[src/uae_pkg.sv]
`default_nettype none
package uae_pkg;
	// Register byte addresses on the plain register port
	localparam logic [7:0] ADDR_CTRL = 8'h00;
	localparam logic [7:0] ADDR_BAUD = 8'h04;
	localparam logic [7:0] ADDR_TX   = 8'h08;
	localparam logic [7:0] ADDR_RX   = 8'h0c;
	localparam logic [7:0] ADDR_STAT = 8'h10;
	localparam logic [7:0] ADDR_MASK = 8'h14;

	// Control register fields
	localparam int CTRL_POWER   = 0;
	localparam int CTRL_TX_EN   = 1;
	localparam int CTRL_RX_EN   = 2;
	localparam int CTRL_TX_BUSY = 3;
	localparam int CTRL_RX_BUSY = 4;

	// Status and mask fields
	localparam int STAT_TX_DONE = 0;
	localparam int STAT_RX_DONE = 1;
	localparam int STAT_W       = 2;

	// Reset values
	localparam int BAUD_DIV_RST = 9;
	localparam logic [STAT_W-1:0] MASK_RST = 2'h0;

	// Base clock ticks per serial bit, and the mid-bit sample point
	localparam int BIT_TICKS = 16;
	localparam int HALF_TICKS = BIT_TICKS / 2;
	localparam int TICK_W = $clog2(BIT_TICKS);
	localparam int DATA_BITS = 8;
	localparam int BIT_W = $clog2(DATA_BITS);

	function automatic logic tick_last(input logic [TICK_W-1:0] cnt,
		input int lim);
		tick_last = (cnt == TICK_W'(lim - 1));
	endfunction
endpackage
`default_nettype wire

[src/uae_link_if.sv]
`timescale 1ns/100ps
`default_nettype none
interface uae_link_if;
	logic       base_tick;
	logic       rx_run;
	logic       serial_in;
	logic [7:0] rx_data;
	logic       rx_done;
	logic       rx_busy;

	modport ctl (
		output base_tick,
		output rx_run,
		output serial_in,
		input  rx_data,
		input  rx_done,
		input  rx_busy
	);
	modport rcv (
		input  base_tick,
		input  rx_run,
		input  serial_in,
		output rx_data,
		output rx_done,
		output rx_busy
	);
endinterface
`default_nettype wire

[src/uae_top.sv]
`timescale 1ns/100ps
`default_nettype none
// Functional notes
// - With its clock stopped every register and the serial output hold.
// - With the clock running the block transmits and receives normally.
// - Transmit and receive enables reach the serial logic only on base clock ticks; transmit enable gates the byte queue at once.
// - Power and receive enable with a low input starts a reception.
module uae_top #(
	parameter int DIV_W = 8
) (
	input  wire logic        clk,
	input  wire logic        rst,
	input  wire logic [7:0]  addr,
	input  wire logic [31:0] wdata,
	input  wire logic        wr,
	input  wire logic        rd,
	output var  logic [31:0] rdata,
	input  wire logic        serial_in_pin,
	output var  logic        serial_out_pin,
	output var  logic        irq
);
	import uae_pkg::*;

	if (DIV_W < 1 || DIV_W > 16) begin : g_chk
		$error("DIV_W must be between 1 and 16");
	end

	typedef enum logic [3:0] {
		TX_IDLE  = 4'h1,
		TX_START = 4'h2,
		TX_DATA  = 4'h4,
		TX_STOP  = 4'h8
	} uae_tx_state_t;

	uae_link_if lnk ();

	////////////////////////////////////////////////////////////////////////
	// Register file

	logic              uart_power_on;
	logic              next_uart_power_on;
	logic              tx_enable_bit;
	logic              next_tx_enable_bit;
	logic              rx_enable_bit;
	logic              next_rx_enable_bit;
	logic [DIV_W-1:0]  baud_gen_ctrl;
	logic [DIV_W-1:0]  next_baud_gen_ctrl;
	logic [7:0]        tx_shift_reg;
	logic [7:0]        next_tx_shift_reg;
	logic              tx_pend;
	logic              next_tx_pend;
	logic [7:0]        rx_hold;
	logic [7:0]        next_rx_hold;
	logic [STAT_W-1:0] stat;
	logic [STAT_W-1:0] next_stat;
	logic [STAT_W-1:0] mask;
	logic [STAT_W-1:0] next_mask;
	logic [31:0]       next_rdata;
	logic              next_irq;
	logic              tx_done_irq;
	logic              tx_busy;

	always_comb begin
		next_uart_power_on = uart_power_on;
		next_tx_enable_bit = tx_enable_bit;
		next_rx_enable_bit = rx_enable_bit;
		next_baud_gen_ctrl = baud_gen_ctrl;
		next_tx_shift_reg = tx_shift_reg;
		next_tx_pend = tx_pend;
		next_rx_hold = rx_hold;
		next_mask = mask;
		next_stat = stat;
		next_rdata = 32'h0000_0000;
		if (wr) begin
			case (addr)
				ADDR_CTRL: begin
					next_uart_power_on = wdata[CTRL_POWER];
					next_tx_enable_bit = wdata[CTRL_TX_EN];
					next_rx_enable_bit = wdata[CTRL_RX_EN];
				end
				ADDR_BAUD: next_baud_gen_ctrl = wdata[DIV_W-1:0];
				ADDR_TX: begin
					// A byte written while one is queued or sending is dropped
					if (!tx_pend && !tx_busy) begin
						next_tx_shift_reg = wdata[7:0];
						next_tx_pend = 1'b1;
					end
				end
				ADDR_STAT: next_stat = stat & ~wdata[STAT_W-1:0];
				ADDR_MASK: next_mask = wdata[STAT_W-1:0];
				default: ;
			endcase
		end
		if (tx_busy)
			next_tx_pend = 1'b0;
		// Set wins over a clear in the same cycle
		if (tx_done_irq)
			next_stat[STAT_TX_DONE] = 1'b1;
		if (lnk.rx_done) begin
			next_stat[STAT_RX_DONE] = 1'b1;
			next_rx_hold = lnk.rx_data;
		end
		if (!uart_power_on || !tx_enable_bit)
			next_tx_pend = 1'b0;
		if (!uart_power_on)
			next_stat = '0;
		if (rd) begin
			case (addr)
				ADDR_CTRL: begin
					next_rdata[CTRL_POWER] = uart_power_on;
					next_rdata[CTRL_TX_EN] = tx_enable_bit;
					next_rdata[CTRL_RX_EN] = rx_enable_bit;
					next_rdata[CTRL_TX_BUSY] = tx_busy | tx_pend;
					next_rdata[CTRL_RX_BUSY] = lnk.rx_busy;
				end
				ADDR_BAUD: next_rdata[DIV_W-1:0] = baud_gen_ctrl;
				ADDR_TX:   next_rdata[7:0] = tx_shift_reg;
				ADDR_RX:   next_rdata[7:0] = rx_hold;
				ADDR_STAT: next_rdata[STAT_W-1:0] = stat;
				ADDR_MASK: next_rdata[STAT_W-1:0] = mask;
				default: ;
			endcase
		end
		next_irq = |(next_stat & next_mask);
	end

	// Nothing here keeps running without clk: a stopped clock freezes all
	// state and the output pin, which is exactly the retention wanted.
	always_ff @(posedge clk) begin
		if (rst) begin
			uart_power_on <= 1'b0;
			tx_enable_bit <= 1'b0;
			rx_enable_bit <= 1'b0;
			baud_gen_ctrl <= DIV_W'(BAUD_DIV_RST);
			tx_shift_reg <= 8'h00;
			tx_pend <= 1'b0;
			rx_hold <= 8'h00;
			stat <= '0;
			mask <= MASK_RST;
			rdata <= 32'h0000_0000;
			irq <= 1'b0;
		end else begin
			uart_power_on <= next_uart_power_on;
			tx_enable_bit <= next_tx_enable_bit;
			rx_enable_bit <= next_rx_enable_bit;
			baud_gen_ctrl <= next_baud_gen_ctrl;
			tx_shift_reg <= next_tx_shift_reg;
			tx_pend <= next_tx_pend;
			rx_hold <= next_rx_hold;
			stat <= next_stat;
			mask <= next_mask;
			rdata <= next_rdata;
			irq <= next_irq;
		end
	end

	////////////////////////////////////////////////////////////////////////
	// Base clock and enable synchronisation

	logic [DIV_W-1:0] div_cnt;
	logic [DIV_W-1:0] next_div_cnt;
	logic             base_tick;
	logic             next_base_tick;
	logic             tx_en_s;
	logic             next_tx_en_s;
	logic             rx_en_s;
	logic             next_rx_en_s;

	always_comb begin
		next_div_cnt = div_cnt + 1'b1;
		next_base_tick = 1'b0;
		next_tx_en_s = tx_en_s;
		next_rx_en_s = rx_en_s;
		if (div_cnt >= baud_gen_ctrl) begin
			next_div_cnt = '0;
			next_base_tick = 1'b1;
		end
		// Enables only move on a base tick or at power off, so a fast off/on toggle can be
		// missed entirely; that is why software must space them.
		if (base_tick) begin
			next_tx_en_s = tx_enable_bit;
			next_rx_en_s = rx_enable_bit;
		end
		if (!uart_power_on) begin
			next_div_cnt = '0;
			next_base_tick = 1'b0;
			next_tx_en_s = 1'b0;
			next_rx_en_s = 1'b0;
		end
	end

	always_ff @(posedge clk) begin
		if (rst) begin
			div_cnt <= '0;
			base_tick <= 1'b0;
			tx_en_s <= 1'b0;
			rx_en_s <= 1'b0;
		end else begin
			div_cnt <= next_div_cnt;
			base_tick <= next_base_tick;
			tx_en_s <= next_tx_en_s;
			rx_en_s <= next_rx_en_s;
		end
	end

	////////////////////////////////////////////////////////////////////////
	// Transmitter

	uae_tx_state_t     tx_state;
	uae_tx_state_t     next_tx_state;
	logic [TICK_W-1:0] tx_tick;
	logic [TICK_W-1:0] next_tx_tick;
	logic [BIT_W-1:0]  tx_bit;
	logic [BIT_W-1:0]  next_tx_bit;
	logic [7:0]        tx_sh;
	logic [7:0]        next_tx_sh;
	logic              next_serial_out_pin;
	logic              next_tx_done_irq;

	assign tx_busy = (tx_state != TX_IDLE);

	always_comb begin
		next_tx_state = tx_state;
		next_tx_tick = tx_tick;
		next_tx_bit = tx_bit;
		next_tx_sh = tx_sh;
		next_serial_out_pin = serial_out_pin;
		next_tx_done_irq = 1'b0;
		if (!uart_power_on || !tx_en_s) begin
			next_tx_state = TX_IDLE;
			next_tx_tick = '0;
			next_serial_out_pin = 1'b1;
		end else if (base_tick) begin
			next_tx_tick = tx_tick + 1'b1;
			case (tx_state)
				TX_IDLE: begin
					next_tx_tick = '0;
					if (tx_pend) begin
						next_tx_sh = tx_shift_reg;
						next_serial_out_pin = 1'b0;
						next_tx_state = TX_START;
					end
				end
				TX_START: begin
					if (tick_last(tx_tick, BIT_TICKS)) begin
						next_tx_tick = '0;
						next_tx_bit = '0;
						next_serial_out_pin = tx_sh[0];
						next_tx_sh = {1'b0, tx_sh[7:1]};
						next_tx_state = TX_DATA;
					end
				end
				TX_DATA: begin
					if (tick_last(tx_tick, BIT_TICKS)) begin
						next_tx_tick = '0;
						next_tx_bit = tx_bit + 1'b1;
						next_serial_out_pin = tx_sh[0];
						next_tx_sh = {1'b0, tx_sh[7:1]};
						if (tx_bit == BIT_W'(DATA_BITS - 1)) begin
							next_serial_out_pin = 1'b1;
							next_tx_state = TX_STOP;
						end
					end
				end
				TX_STOP: begin
					if (tick_last(tx_tick, BIT_TICKS)) begin
						next_tx_tick = '0;
						// Only now may the next byte be accepted
						next_tx_done_irq = 1'b1;
						next_tx_state = TX_IDLE;
					end
				end
				default: next_tx_state = TX_IDLE;
			endcase
		end
	end

	always_ff @(posedge clk) begin
		if (rst) begin
			tx_state <= TX_IDLE;
			tx_tick <= '0;
			tx_bit <= '0;
			tx_sh <= 8'h00;
			serial_out_pin <= 1'b1;
			tx_done_irq <= 1'b0;
		end else begin
			tx_state <= next_tx_state;
			tx_tick <= next_tx_tick;
			tx_bit <= next_tx_bit;
			tx_sh <= next_tx_sh;
			serial_out_pin <= next_serial_out_pin;
			tx_done_irq <= next_tx_done_irq;
		end
	end

	////////////////////////////////////////////////////////////////////////
	// Receiver

	assign lnk.base_tick = base_tick;
	assign lnk.rx_run = uart_power_on & rx_en_s;
	assign lnk.serial_in = serial_in_pin;

	uae_rx u_rx (
		.clk (clk),
		.rst (rst),
		.lnk (lnk.rcv)
	);
endmodule
`default_nettype wire

[src/uae_rx.sv]
`timescale 1ns/100ps
`default_nettype none
module uae_rx (
	input  wire logic clk,
	input  wire logic rst,
	uae_link_if.rcv   lnk
);
	import uae_pkg::*;

	typedef enum logic [3:0] {
		RX_IDLE  = 4'h1,
		RX_START = 4'h2,
		RX_DATA  = 4'h4,
		RX_STOP  = 4'h8
	} uae_rx_state_t;

	uae_rx_state_t     state;
	uae_rx_state_t     next_state;
	logic [TICK_W-1:0] tick_cnt;
	logic [TICK_W-1:0] next_tick_cnt;
	logic [BIT_W-1:0]  bit_cnt;
	logic [BIT_W-1:0]  next_bit_cnt;
	logic [7:0]        shift;
	logic [7:0]        next_shift;
	logic              done;
	logic              next_done;

	always_comb begin
		next_state = state;
		next_tick_cnt = tick_cnt;
		next_bit_cnt = bit_cnt;
		next_shift = shift;
		next_done = 1'b0;
		if (!lnk.rx_run) begin
			// Power off or receive disabled: receiver back to idle
			next_state = RX_IDLE;
			next_tick_cnt = '0;
			next_bit_cnt = '0;
		end else if (lnk.base_tick) begin
			next_tick_cnt = tick_cnt + 1'b1;
			case (state)
				RX_IDLE: begin
					next_tick_cnt = '0;
					// A low line with receive running counts as a start bit
					if (!lnk.serial_in)
						next_state = RX_START;
				end
				RX_START: begin
					if (tick_last(tick_cnt, HALF_TICKS)) begin
						next_tick_cnt = '0;
						next_bit_cnt = '0;
						// Glitch shorter than half a bit is dropped
						next_state = lnk.serial_in ? RX_IDLE : RX_DATA;
					end
				end
				RX_DATA: begin
					if (tick_last(tick_cnt, BIT_TICKS)) begin
						next_tick_cnt = '0;
						next_shift = {lnk.serial_in, shift[7:1]};
						next_bit_cnt = bit_cnt + 1'b1;
						if (bit_cnt == BIT_W'(DATA_BITS - 1))
							next_state = RX_STOP;
					end
				end
				RX_STOP: begin
					if (tick_last(tick_cnt, BIT_TICKS)) begin
						next_tick_cnt = '0;
						next_done = 1'b1;
						next_state = RX_IDLE;
					end
				end
				default: next_state = RX_IDLE;
			endcase
		end
	end

	always_ff @(posedge clk) begin
		if (rst) begin
			state <= RX_IDLE;
			tick_cnt <= '0;
			bit_cnt <= '0;
			shift <= 8'h00;
			done <= 1'b0;
		end else begin
			state <= next_state;
			tick_cnt <= next_tick_cnt;
			bit_cnt <= next_bit_cnt;
			shift <= next_shift;
			done <= next_done;
		end
	end

	assign lnk.rx_data = shift;
	assign lnk.rx_done = done;
	assign lnk.rx_busy = (state != RX_IDLE);
endmodule
`default_nettype wire

[config.mk]
export PLATFORM = sky130hd
export DESIGN_NAME = uae_top
export DESIGN_NICKNAME = d
export VERILOG_FILES = /design/src/uae_pkg.sv /design/src/uae_link_if.sv /design/src/uae_top.sv /design/src/uae_rx.sv
export SDC_FILE = /design/constraint.sdc
export NUM_CORES = 1
export LEC_CHECK = 0
export BUFFER_PORTS_ARGS = -buffer_cell sky130_fd_sc_hd__buf_2
export CAP_MARGIN = 10
export CORE_MARGIN = 3
export CORE_UTILIZATION = 55
export DETAILED_ROUTE_END_ITERATION = 10
export PLACE_DENSITY = 0.79
export RECOVER_POWER = 25
export SLEW_MARGIN = 20
export SYNTH_ARGS = -nofsm -noshare
export SYNTH_HDL_FRONTEND = slang
export SYNTH_SLANG_ARGS = --single-unit
[constraint.sdc]
create_clock -name clk -period 2.5 [get_ports clk]
set_input_delay 0.5 -clock clk [delete_from_list [all_inputs] [get_ports clk]]
set_output_delay 0.5 -clock clk [all_outputs]
set_load 0.1 [all_outputs]
; Yosys cells after proc, flatten, opt, wreduce, memory -nomap -nowiden
; Cells that the tools add are included.
[word_totals]
mem_count = 0
latch_bits = 0
mem_bits_rw = 0
regBits = 117
word_cells = 156
romBits = 0
[op_classes]
n_bitwise = 12
shift = 0
reduce_logical = 35
n_lt_le_gt_ge = 1
n_eq_ne = 31
n_div = 0
mux = 45
n_addsub = 5
multipliers = 0
[ops]
columns = op, count
row1 = 4-bit 2-to-1 mux, 13
row2 = 4-bit one-hot mux with 4 select lines, 2
row3 = 4-bit == test (second input constant), 4
row4 = 8-bit by 4-bit == test with 1-bit output (second input constant), 2
row5 = 8-bit by 5-bit == test with 1-bit output (second input constant), 2
row6 = 8-bit 2-to-1 mux, 2
row7 = 8-bit one-hot mux with 2 select lines, 1
row8 = 3-bit 2-to-1 mux, 5
row9 = 5-bit AND reduction, 3
row10 = 2-bit OR reduction, 7
row11 = 4-bit by 3-bit == test with 1-bit output (second input constant), 3
row12 = 2-bit != test (second input constant), 6
row13 = 2-bit one-hot mux with 6 select lines, 1
row14 = 3-bit one-hot mux with 2 select lines, 2
row15 = 3-bit one-hot mux with 4 select lines, 1
row16 = 4-bit one-hot mux with 3 select lines, 1
row17 = 6-bit AND reduction, 2
row18 = 2-bit 2-to-1 mux, 5
row19 = 2-bit by 1-bit != test with 1-bit output (second input constant), 5
row20 = 1-bit 2-to-1 mux, 9
row21 = 3-bit one-hot mux with 3 select lines, 1
row22 = 3-bit OR reduction, 3
row23 = 4-bit by 1-bit adder with 4-bit output (second input constant), 2
row24 = 8-bit by 1-bit adder with 8-bit output (second input constant), 1
row25 = 24 further kinds, 46

; Logic depth before layout (Yosys ltp)
; Gate-level depths: netlist of run 1.
[logic_depth]
ltp_word = 8
ltp_mapped = 7
ltp_nobuf = 7

; Hierarchy
; From an unflattened synthesis of run 1, not the netlist that was laid out.
[unflattened]
cells_unflattened = 530
hier_area_um2 = 4937.2
[by_module_without_submodules]
columns = mod, cells_each, seq_area_each_um2, area_each_um2, n_inst
row1 = uae_top, 411, 1461.4, 3819.9, 1
row2 = uae_rx, 119, 400.4, 1117.3, 1

; Least setup slack after synthesis of run 1
; Ideal clock, no wire load.
[synth_timing]
path_kind = input to register
start = in addr[1]
end = reg baud_gen_ctrl[0]
path_buffers = 1
arrival_time_ns = 1.992
setup_slack_ns = 0.388
stages = 6
path_cell_list = or4_1 nor2_1 and4b_1 buf_2 nor2b_1 a211o_1
[synth_between]
elab_chain_cells = 2
[synth_rtl]
columns = item, line_no
row1 = start: declaration, uae_top.sv:13  ; input wire logic [7:0] addr,
row2 = 8-bit by 3-bit == test with 1-bit output, uae_top.sv:75  ; case (addr)
row3 = 2-bit AND reduction (no source line), -
row4 = end signal: assignment, uae_top.sv:134  ; baud_gen_ctrl <= DIV_W'(BAUD_DIV_RST);
row5 = end signal: assignment, uae_top.sv:146  ; baud_gen_ctrl <= next_baud_gen_ctrl;
row6 = end: declaration, uae_top.sv:46  ; logic [DIV_W-1:0] baud_gen_ctrl;
; No other way between the ends.
; A chain may end at the register's enable or synchronous reset.

; Worst setup path in the final report of run 1
[layout_timing]
start = reg u_rx.state[2]
end = reg u_rx.state[1]
[layout_between]
elab_chain_cells = 3
[layout_rtl]
columns = item, line_no
row1 = start: declaration, uae_rx.sv:17  ; uae_rx_state_t state;
row2 = start signal: assignment, uae_rx.sv:85  ; state <= next_state;
row3 = "4-bit == test, or another cell as far along", uae_rx.sv:41  ; case (state)
row4 = 2-bit by 1-bit != test with 1-bit output (no source line) / 2-bit != test (equally long branches), -
row5 = 6-bit AND reduction (no source line), -
; Parallel ways exist; a longest one is shown, timed or not.

==> results of run 1 <==
==> cells in the mapped netlist, types with 3 or more instances <==
library cell  instances  area share, %
nand4_1               3           0.41
nor3b_1               3           0.49
ha_1                 15            4.1
dfxtp_1              93             41
a211oi_1              3           0.49
nand3_1              14            1.5
xor2_1                5           0.96
buf_2                 4           0.44
nor2_1               91            7.5
xnor2_1               3           0.58
clkbuf_1             19            1.6
nor2b_1               5           0.69
inv_1                18            1.5
and3_1                4           0.55
a21oi_1              12            1.3
a311oi_1              5           0.96
a2111oi_4             3            1.8
mux2_2                5            1.2
mux4_2                4            2.0
nor4b_1               3           0.58
or4b_2                3           0.66
nand2b_1              4           0.55
nor3_1               11            1.2
buf_4                24            3.9
a22oi_1               6           0.99
o21ai_0               9           0.99
or2_2                 4           0.55
nand2_1              24            2.0
mux2i_1              51             11
==> per-layer routing <==
layer	GRT usage (%)	routed length, um	part of all wire [%]
met1	24.6	4100	45
met2	32.9	4510	50
met3	3.80	379	4.2
met4	7.13	106	1.2
met5	0	0	0
==> stage by stage <==
stage	area, sq um	hold WS [ns]	utilization, %	power, W
after floorplan	4650	0.394	-	0.00174
after global placement	4720	0.408	59.9	0.00173
after detailed placement	4720	0.412	59.9	0.00174
after CTS	4930	0.382	62.6	0.00277
after global routing	4920	0.401	62.4	0.00283
final	4920	0.395	62.4	0.00275
==> kinds of logic after synthesis <==
group / Yosys count / synth area share (%)
flops: 93 / 40.8
xor+xnor: 8 / 1.54
other cells: 1 / 0.0822
simple gates: 184 / 19.5
fa+ha+maj: 15 / 4.11
compound gates: 62 / 11.4
buf+inv: 70 / 8.20
mux: 60 / 14.4
==> worst max-delay path: cells and delay by family, from the launching register on <==
kind / cells / cell delay (ns)
muxes: 1 / 0.23
AOI/OAI and AO/OA: 1 / 0.53
and+or+nand+nor: 3 / 0.79
DFF: 1 / 0.55
==> layout make-up <==
| type | instances | area (sq um) | share of cell area, % |
|---|---|---|---|
| Timing Repair Buffer | 44 | 243 | 4.93 |
| Sequential cell | 93 | 1860 | 37.8 |
| Multi-Input combinational cell | 353 | 2410 | 49.0 |
| Tap cell | 102 | 128 | 2.59 |
| Clock buffer | 11 | 151 | 3.08 |
| Inverter | 18 | 67.6 | 1.37 |
| Clock inverter | 5 | 58.8 | 1.19 |
==> where the power goes <==
group / internal, W / switching [W]
Combinational: 0.0000257 / 0.000197
Clock: 0.000517 / 0.000526
Sequential: 0.00148 / 0.000000441
Total: 0.00202 / 0.000723
==> worst max path at each step <==
stage,from,to,slack [ns],cells past startpoint
final,u_rx.state[2],u_rx.state[1],0.29,5
after global routing,tx_tick[0],tx_tick[3],0.07,6
after CTS,u_rx.state[2],u_rx.state[1],0.30,5
after detailed placement,addr[1],baud_gen_ctrl[2],0.22,7
after global placement,addr[1],baud_gen_ctrl[6],0.28,7
after floorplan,addr[1],baud_gen_ctrl[0],0.39,6
==> summary.md, run 1 <==
| Metric | Value |
|---|---|
| Post-Place Setup Slack | 0.224 ns |
| Residual DRC | 0 |
| CP Data Arrival Time | 2.46 ns |
| Endpoints failing setup | 0 |
| Commonest non-fill, non-tap cell in the layout | dfxtp_1 |
| Synth cell types | 60 |
| Number of top-level pins | 79 |
| Initial antenna violation count | 0 |
| Slew of the pin with the lowest slew margin | 1.17 ns |
| Layout Skew | 0.00854 ns |
| Reg-to-Reg Start | u_rx.state[2] |
| Post-synthesis sequential area ratio | 40.8% |
| Vias in the first global route | 3264 |
| Drt first pass iters | 5 |
| Syn Inst Count | 493 |
| First-pass GRT wire length | 15.1 mm |
| Tcrit/Tclk final | 88.5% |
| Core region area | 0.00789 sq mm |
| Worst-case hold path end point | baud_gen_ctrl[3] |
| Placed wire-length estimate | 6.72 mm |
| Gates resized, CTS repair | 0 |
| Syn Area/Cell | 9.25 sq um |
| Worst Reg-to-Reg Cells | 5 |
| CP required | 2.74 ns |
| Syn. warnings | 0 |
| Initial Util | 57.8% |
| CP endpoint kind | flip-flop |
| Clk Latency, worst-skew pair | 0.36 ns |
| PortBufs | 30 |
| CTS Sinks | 93 |
| Most frequent cells in the layout | dfxtp_1 (93), nor2_1 (91), mux2i_1 (51), nand2_1 (24), conb_1 (24) |
| Hold Fails Final Rpt | 0 |
| Mapped cell area | 0.00456 sq mm |
| Num CTS Buffers | 9 |
| CTS tree | built |
| NumNets Final | 579 |
| Via count | 3434 |
| Routed vias/inst | 5.49 |
| Status | finished, final reports clean |
| Diodes inserted | 0 |
| Clock Tree Buf Depth | 2 |
| Cell row count | 32 |
| Unrepaired setup endpoints after global routing | no |
| Clock period minus worst slack | 2.21 ns |
| DR WL/cell | 14.5 um |
| Max Freq | 452 MHz |
| Largest net degree at the start of global routing | 46 |
| Root Driver | clkbuf_8 |
| Die width | 97.1 um |
| Setup WS post-layout | 0.287 ns |
| Max transition margin | 22.1% |
| Pwr dens | 558 mW/mm^2 |
| Ys async rst share | 0% |
| CP peak stage delay | 0.55 ns |
| Hold_buf cts | 0 |
| Leakage | 1.83 nW |
| Final Max Slew Viols | 0 |
| Crit path max-delay cell type | dfxtp_1 |
| Reg2Reg Setup Slack | 0.29 ns |
| Die H | 97.1 um |
| Grt total ovfl | 0 |
| Final cell count without fillers | 626 |
| Fraction of layout cells with a size suffix above 1 | 14.9% |
| Worst Hold Depth | 3 |
| First-iteration detailed-routing DRC count | 200 |
| Ys flop type | dfxtp_1 |
| Critical-path cell list | or4b_2, or3b_2, a2111oi_4, mux2i_1, nor2_1 |
| Gp weighted congestion | 0.847 |
| Filler Cells Inserted | 663 |
| Placed cells | 610 |
| Post-CTS Setup Bufs | 0 |
| Routed wire length | 9.09 mm |
| Peak supply drop | 0.501 mV |
| Worst hold start | wdata[3] |
| Post-synth EDFFs | 0 |
| FF+latch count, synth | 93 |
| Gr usage total | 19.4% |
| Critical-path maximum fanout | 13 |
| Reg2reg end | u_rx.state[1] |
| Clk pin slew, worst setup/hold paths | 0.09 ns |
| H-tree Lvls | 3 |
| Final ANT Viol Nets | 0 |
| Synthesis-to-layout area growth | 7.90% |
| Worst hold path class | primary input to flip-flop |
| Startpoint Class | flip-flop |
| Total die area | 0.00942 sq mm |
| Setup tns final | 0 ns |
| Worst Setup Path Type | flip-flop to flip-flop |
| Max Cap Violations | 0 |
No activity file was read; power rests on OpenSTA's default activity.
==> run 2: changes to the inputs <==
ABC_AREA = 1   (was not set)
PLACE_DENSITY = 0.78   (was 0.79)
==> summary.md, run 2 <==
| Metric | Value |
|---|---|
| Status | finished, final reports clean |
| CP required | 2.00 ns (-0.74 ns) |
| Synth Area in Simple Gates | 30.4% (+11 points) |
| Adder-Cell Fraction of Synth Area | 4.02% (-0.094 points) |
| Syn Inst Count | 658 (+33%) |
| Peak supply drop | 0.699 mV (+40%) |
| Setup tns final | 0 ns (unchanged) |
| Crit path max-delay cell type | clkbuf_1 |
| Most frequent cells in the layout | nand2_1 (134), dfxtp_1 (93), inv_1 (77), nor2_1 (73), nand3_1 (64) |
| Synth cell types | 34 (-43%) |
| Worst Reg-to-Reg Cells | 6 (+1) |
| Max Freq | 491 MHz (+8.7%) |
| Initial Util | 58.6% (+0.75 points) |
| Leakage | 2.24 nW (+22%) |
| Grt total ovfl | 0 (unchanged) |
| Reg2Reg Setup Slack | 0.65 ns (+0.36 ns) |
| Worst Setup Path Type | flip-flop to output pin |
| Fraction of layout cells with a size suffix above 1 | 10.3% (-4.6 points) |
| Hold Fails Final Rpt | 0 (unchanged) |
| Post-CTS Setup Bufs | 0 (unchanged) |
| Reg2reg end | tx_sh[6] |
| Placed cells | 778 (+28%) |
| Gates resized, CTS repair | 0 (unchanged) |
| Final ANT Viol Nets | 0 (unchanged) |
| Hold_buf cts | 0 (unchanged) |
| Via count | 4137 (+20%) |
| Post-synthesis sequential area ratio | 39.9% (-0.93 points) |
| Startpoint Class | flip-flop |
| Tcrit/Tclk final | 81.4% (-7.1 points) |
| Gr usage total | 21.7% (+2.2 points) |
| First-pass GRT wire length | 17.3 mm (+15%) |
| Final cell count without fillers | 794 (+27%) |
| PortBufs | 30 (unchanged) |
| Synthesis-to-layout area growth | 6.81% |
| CP delay by family, top | buffers and inverters |
| Clock period minus worst slack | 2.04 ns (-0.177 ns) |
| Total power | 0.00275 W (+0.19%) |
| Buf/Inv on CP | 1 (+1) |
| Largest cells by area after synthesis | dfxtp_1 (40%), nand2_1 (11%), nand3_1 (6.9%) |
| Final Max Slew Viols | 0 (unchanged) |
| CP Data Arrival Time | 1.54 ns (-0.92 ns) |
| Cell row count | 32 (unchanged) |
| Clk pin slew, worst setup/hold paths | 0.09 ns (about the same) |
| Drt first pass iters | 5 (unchanged) |
| CP peak stage delay | 0.86 ns (+0.31 ns) |
| Synth Area in Compound Gates | 12.3% (+0.92 points) |
| Worst hold start | wdata[3] |
| Most instantiated cells after synthesis | nand2_1 (133), dfxtp_1 (93), inv_1 (74), nor2_1 (71), nand3_1 (64) |
| Unrepaired setup endpoints after global routing | no |
| Routed vias/inst | 5.21 (-5.0%) |
| Syn. warnings | 0 (unchanged) |
| CTS tree | built |
| Max Cap Violations | 0 (unchanged) |
| Gp weighted congestion | 0.896 (+5.7%) |
| H-tree Lvls | 3 (unchanged) |
| Leading area contributor after synthesis | dfxtp_1 |
| Initial antenna violation count | 0 (unchanged) |
| Endpoints failing setup | 0 (unchanged) |
| DR WL/cell | 12.8 um (-12%) |
| Layout Skew | 0.00727 ns (-0.00127 ns) |
| Commonest non-fill, non-tap cell in the layout | nand2_1 |
| Vias in the first global route | 3871 (+19%) |
| Die width | 98.1 um (+1.1%) |
| Critical-path cell list | clkbuf_1 |
| Pwr dens | 552 mW/mm^2 (-1.1%) |
| Worst-case hold path end point | baud_gen_ctrl[3] |
| Total die area | 0.00963 sq mm (+2.2%) |
| CP endpoint kind | output pin |
| Mapped cell area | 0.00467 sq mm (+2.3%) |
| Core region area | 0.00797 sq mm (+1.0%) |
| Routed wire length | 10.2 mm (+12%) |
| XOR/XNOR Fraction of Synth Area | 1.13% (-0.41 points) |
| Clock Tree Buf Depth | 2 (unchanged) |
| Worst Hold Depth | 3 (unchanged) |
| Largest net degree at the start of global routing | 22 (-52%) |
| Diodes inserted | 0 (unchanged) |
| Mux cell area share after synthesis | 0% (-14 points) |
| Critical-path maximum fanout | 1 (-12) |
| NumNets Final | 747 (+29%) |
| Worst hold path class | primary input to flip-flop |
| Ys flop type | dfxtp_1 |
| Ys async rst share | 0% (unchanged) |
| Max transition margin | 22.3% (+0.25 points) |
| Post-synth EDFFs | 0 (unchanged) |
| FF+latch count, synth | 93 (unchanged) |
| Post-synth top area share | 39.9% (-0.93 points) |
| Hold WS | 0.399 ns (+0.00414 ns) |
| Reg-to-Reg Start | tx_state[3] |
| Root Driver | clkbuf_8 |
| Clk Latency, worst-skew pair | 0.37 ns (about the same) |
| Slew of the pin with the lowest slew margin | 1.17 ns (-0.00375 ns) |
| CTS Sinks | 93 (unchanged) |
| Count leader, synth | nand2_1 |
| Num CTS Buffers | 9 (unchanged) |
| Syn Area/Cell | 7.09 sq um (-23%) |
| First-iteration detailed-routing DRC count | 274 (+37%) |
| Number of top-level pins | 79 (unchanged) |
| Die H | 98.1 um (+1.1%) |
| Largest family of logic cells by synthesized area | simple AND/OR/NAND/NOR gates |
| Residual DRC | 0 (unchanged) |
| Placed wire-length estimate | 7.79 mm (+16%) |
run 2: how the worst max path moves through the flow:
stage	startpoint	end	slack [ns]	cells after the start
6_report	rdata[0]	rdata[0]	0.46	1
5_1_grt	rst	u_rx.tick_cnt[3]	0.38	10
4_1_cts	u_rx.tick_cnt[0]	u_rx.lnk.rx_data[1]	0.68	8
3_5_place_dp	rst	rdata[7]	0.48	6
3_3_place_gp	rst	rdata[5]	0.51	6
2_1_floorplan	addr[5]	rx_enable_bit	1.01	6
run 2: report_power, final:
group	internal (W)	total, W	leakage [nW]	switching (W)
Sequential	0.00148	0.00148	0.749	0.000000363
Clock	0.000477	0.00104	0.0984	0.000563
Combinational	0.0000225	0.000230	1.40	0.000208
Total	0.00198	0.00275	2.24	0.000771
run 2: layer usage:
metal,vias to the layer above,share of wire (%),global-route usage (%)
li1,2134,-,-
met3,12,6.7,4.71
met2,114,47,35.7
met5,-,0,0
met1,1877,45,28.5
met4,0,1.1,6.83
run 2: logic make-up (layout without fill, tap and decap cells):
| family | after synthesis | count (layout) |
|---|---|---|
| and+or+nand+nor | 312 | 312 |
| buffers and inverters | 119 | 130 |
| AOI/OAI and AO/OA | 112 | 112 |
| DFF | 93 | 93 |
| adders and majority gates | 15 | 15 |
| xor gates and xnor gates | 6 | 6 |
| other | 1 | 24 |
run 2: cell type report:
type	count	area (sq um)
fill	731	2980
multi-input combinational	469	2310
sequential	93	1860
inverter	79	297
timing repair buffer	35	179
tap	102	128
clock buffer	9	124
clock inverter	7	82.6
run 2: worst reg2reg max path: stages, from the launching register on:
cell	delay, ns
dfxtp_1	0.35
nor2_1	0.31
nand2_1	0.36
nand3_2	0.23
nand3_2	0.25
nor2_1	0.21
nor2_2	0.05
run 2: stage by stage:
step / worst slack (ns) / util [%] / area [sq um]
final: 0.464 / 62.6 / 4990
after global routing: 0.377 / 62.6 / 4990
after CTS: 0.677 / 62.8 / 5010
after detailed placement: 0.476 / 60.2 / 4800
after global placement: 0.509 / 60.2 / 4800
after floorplan: 1.01 / - / 4750
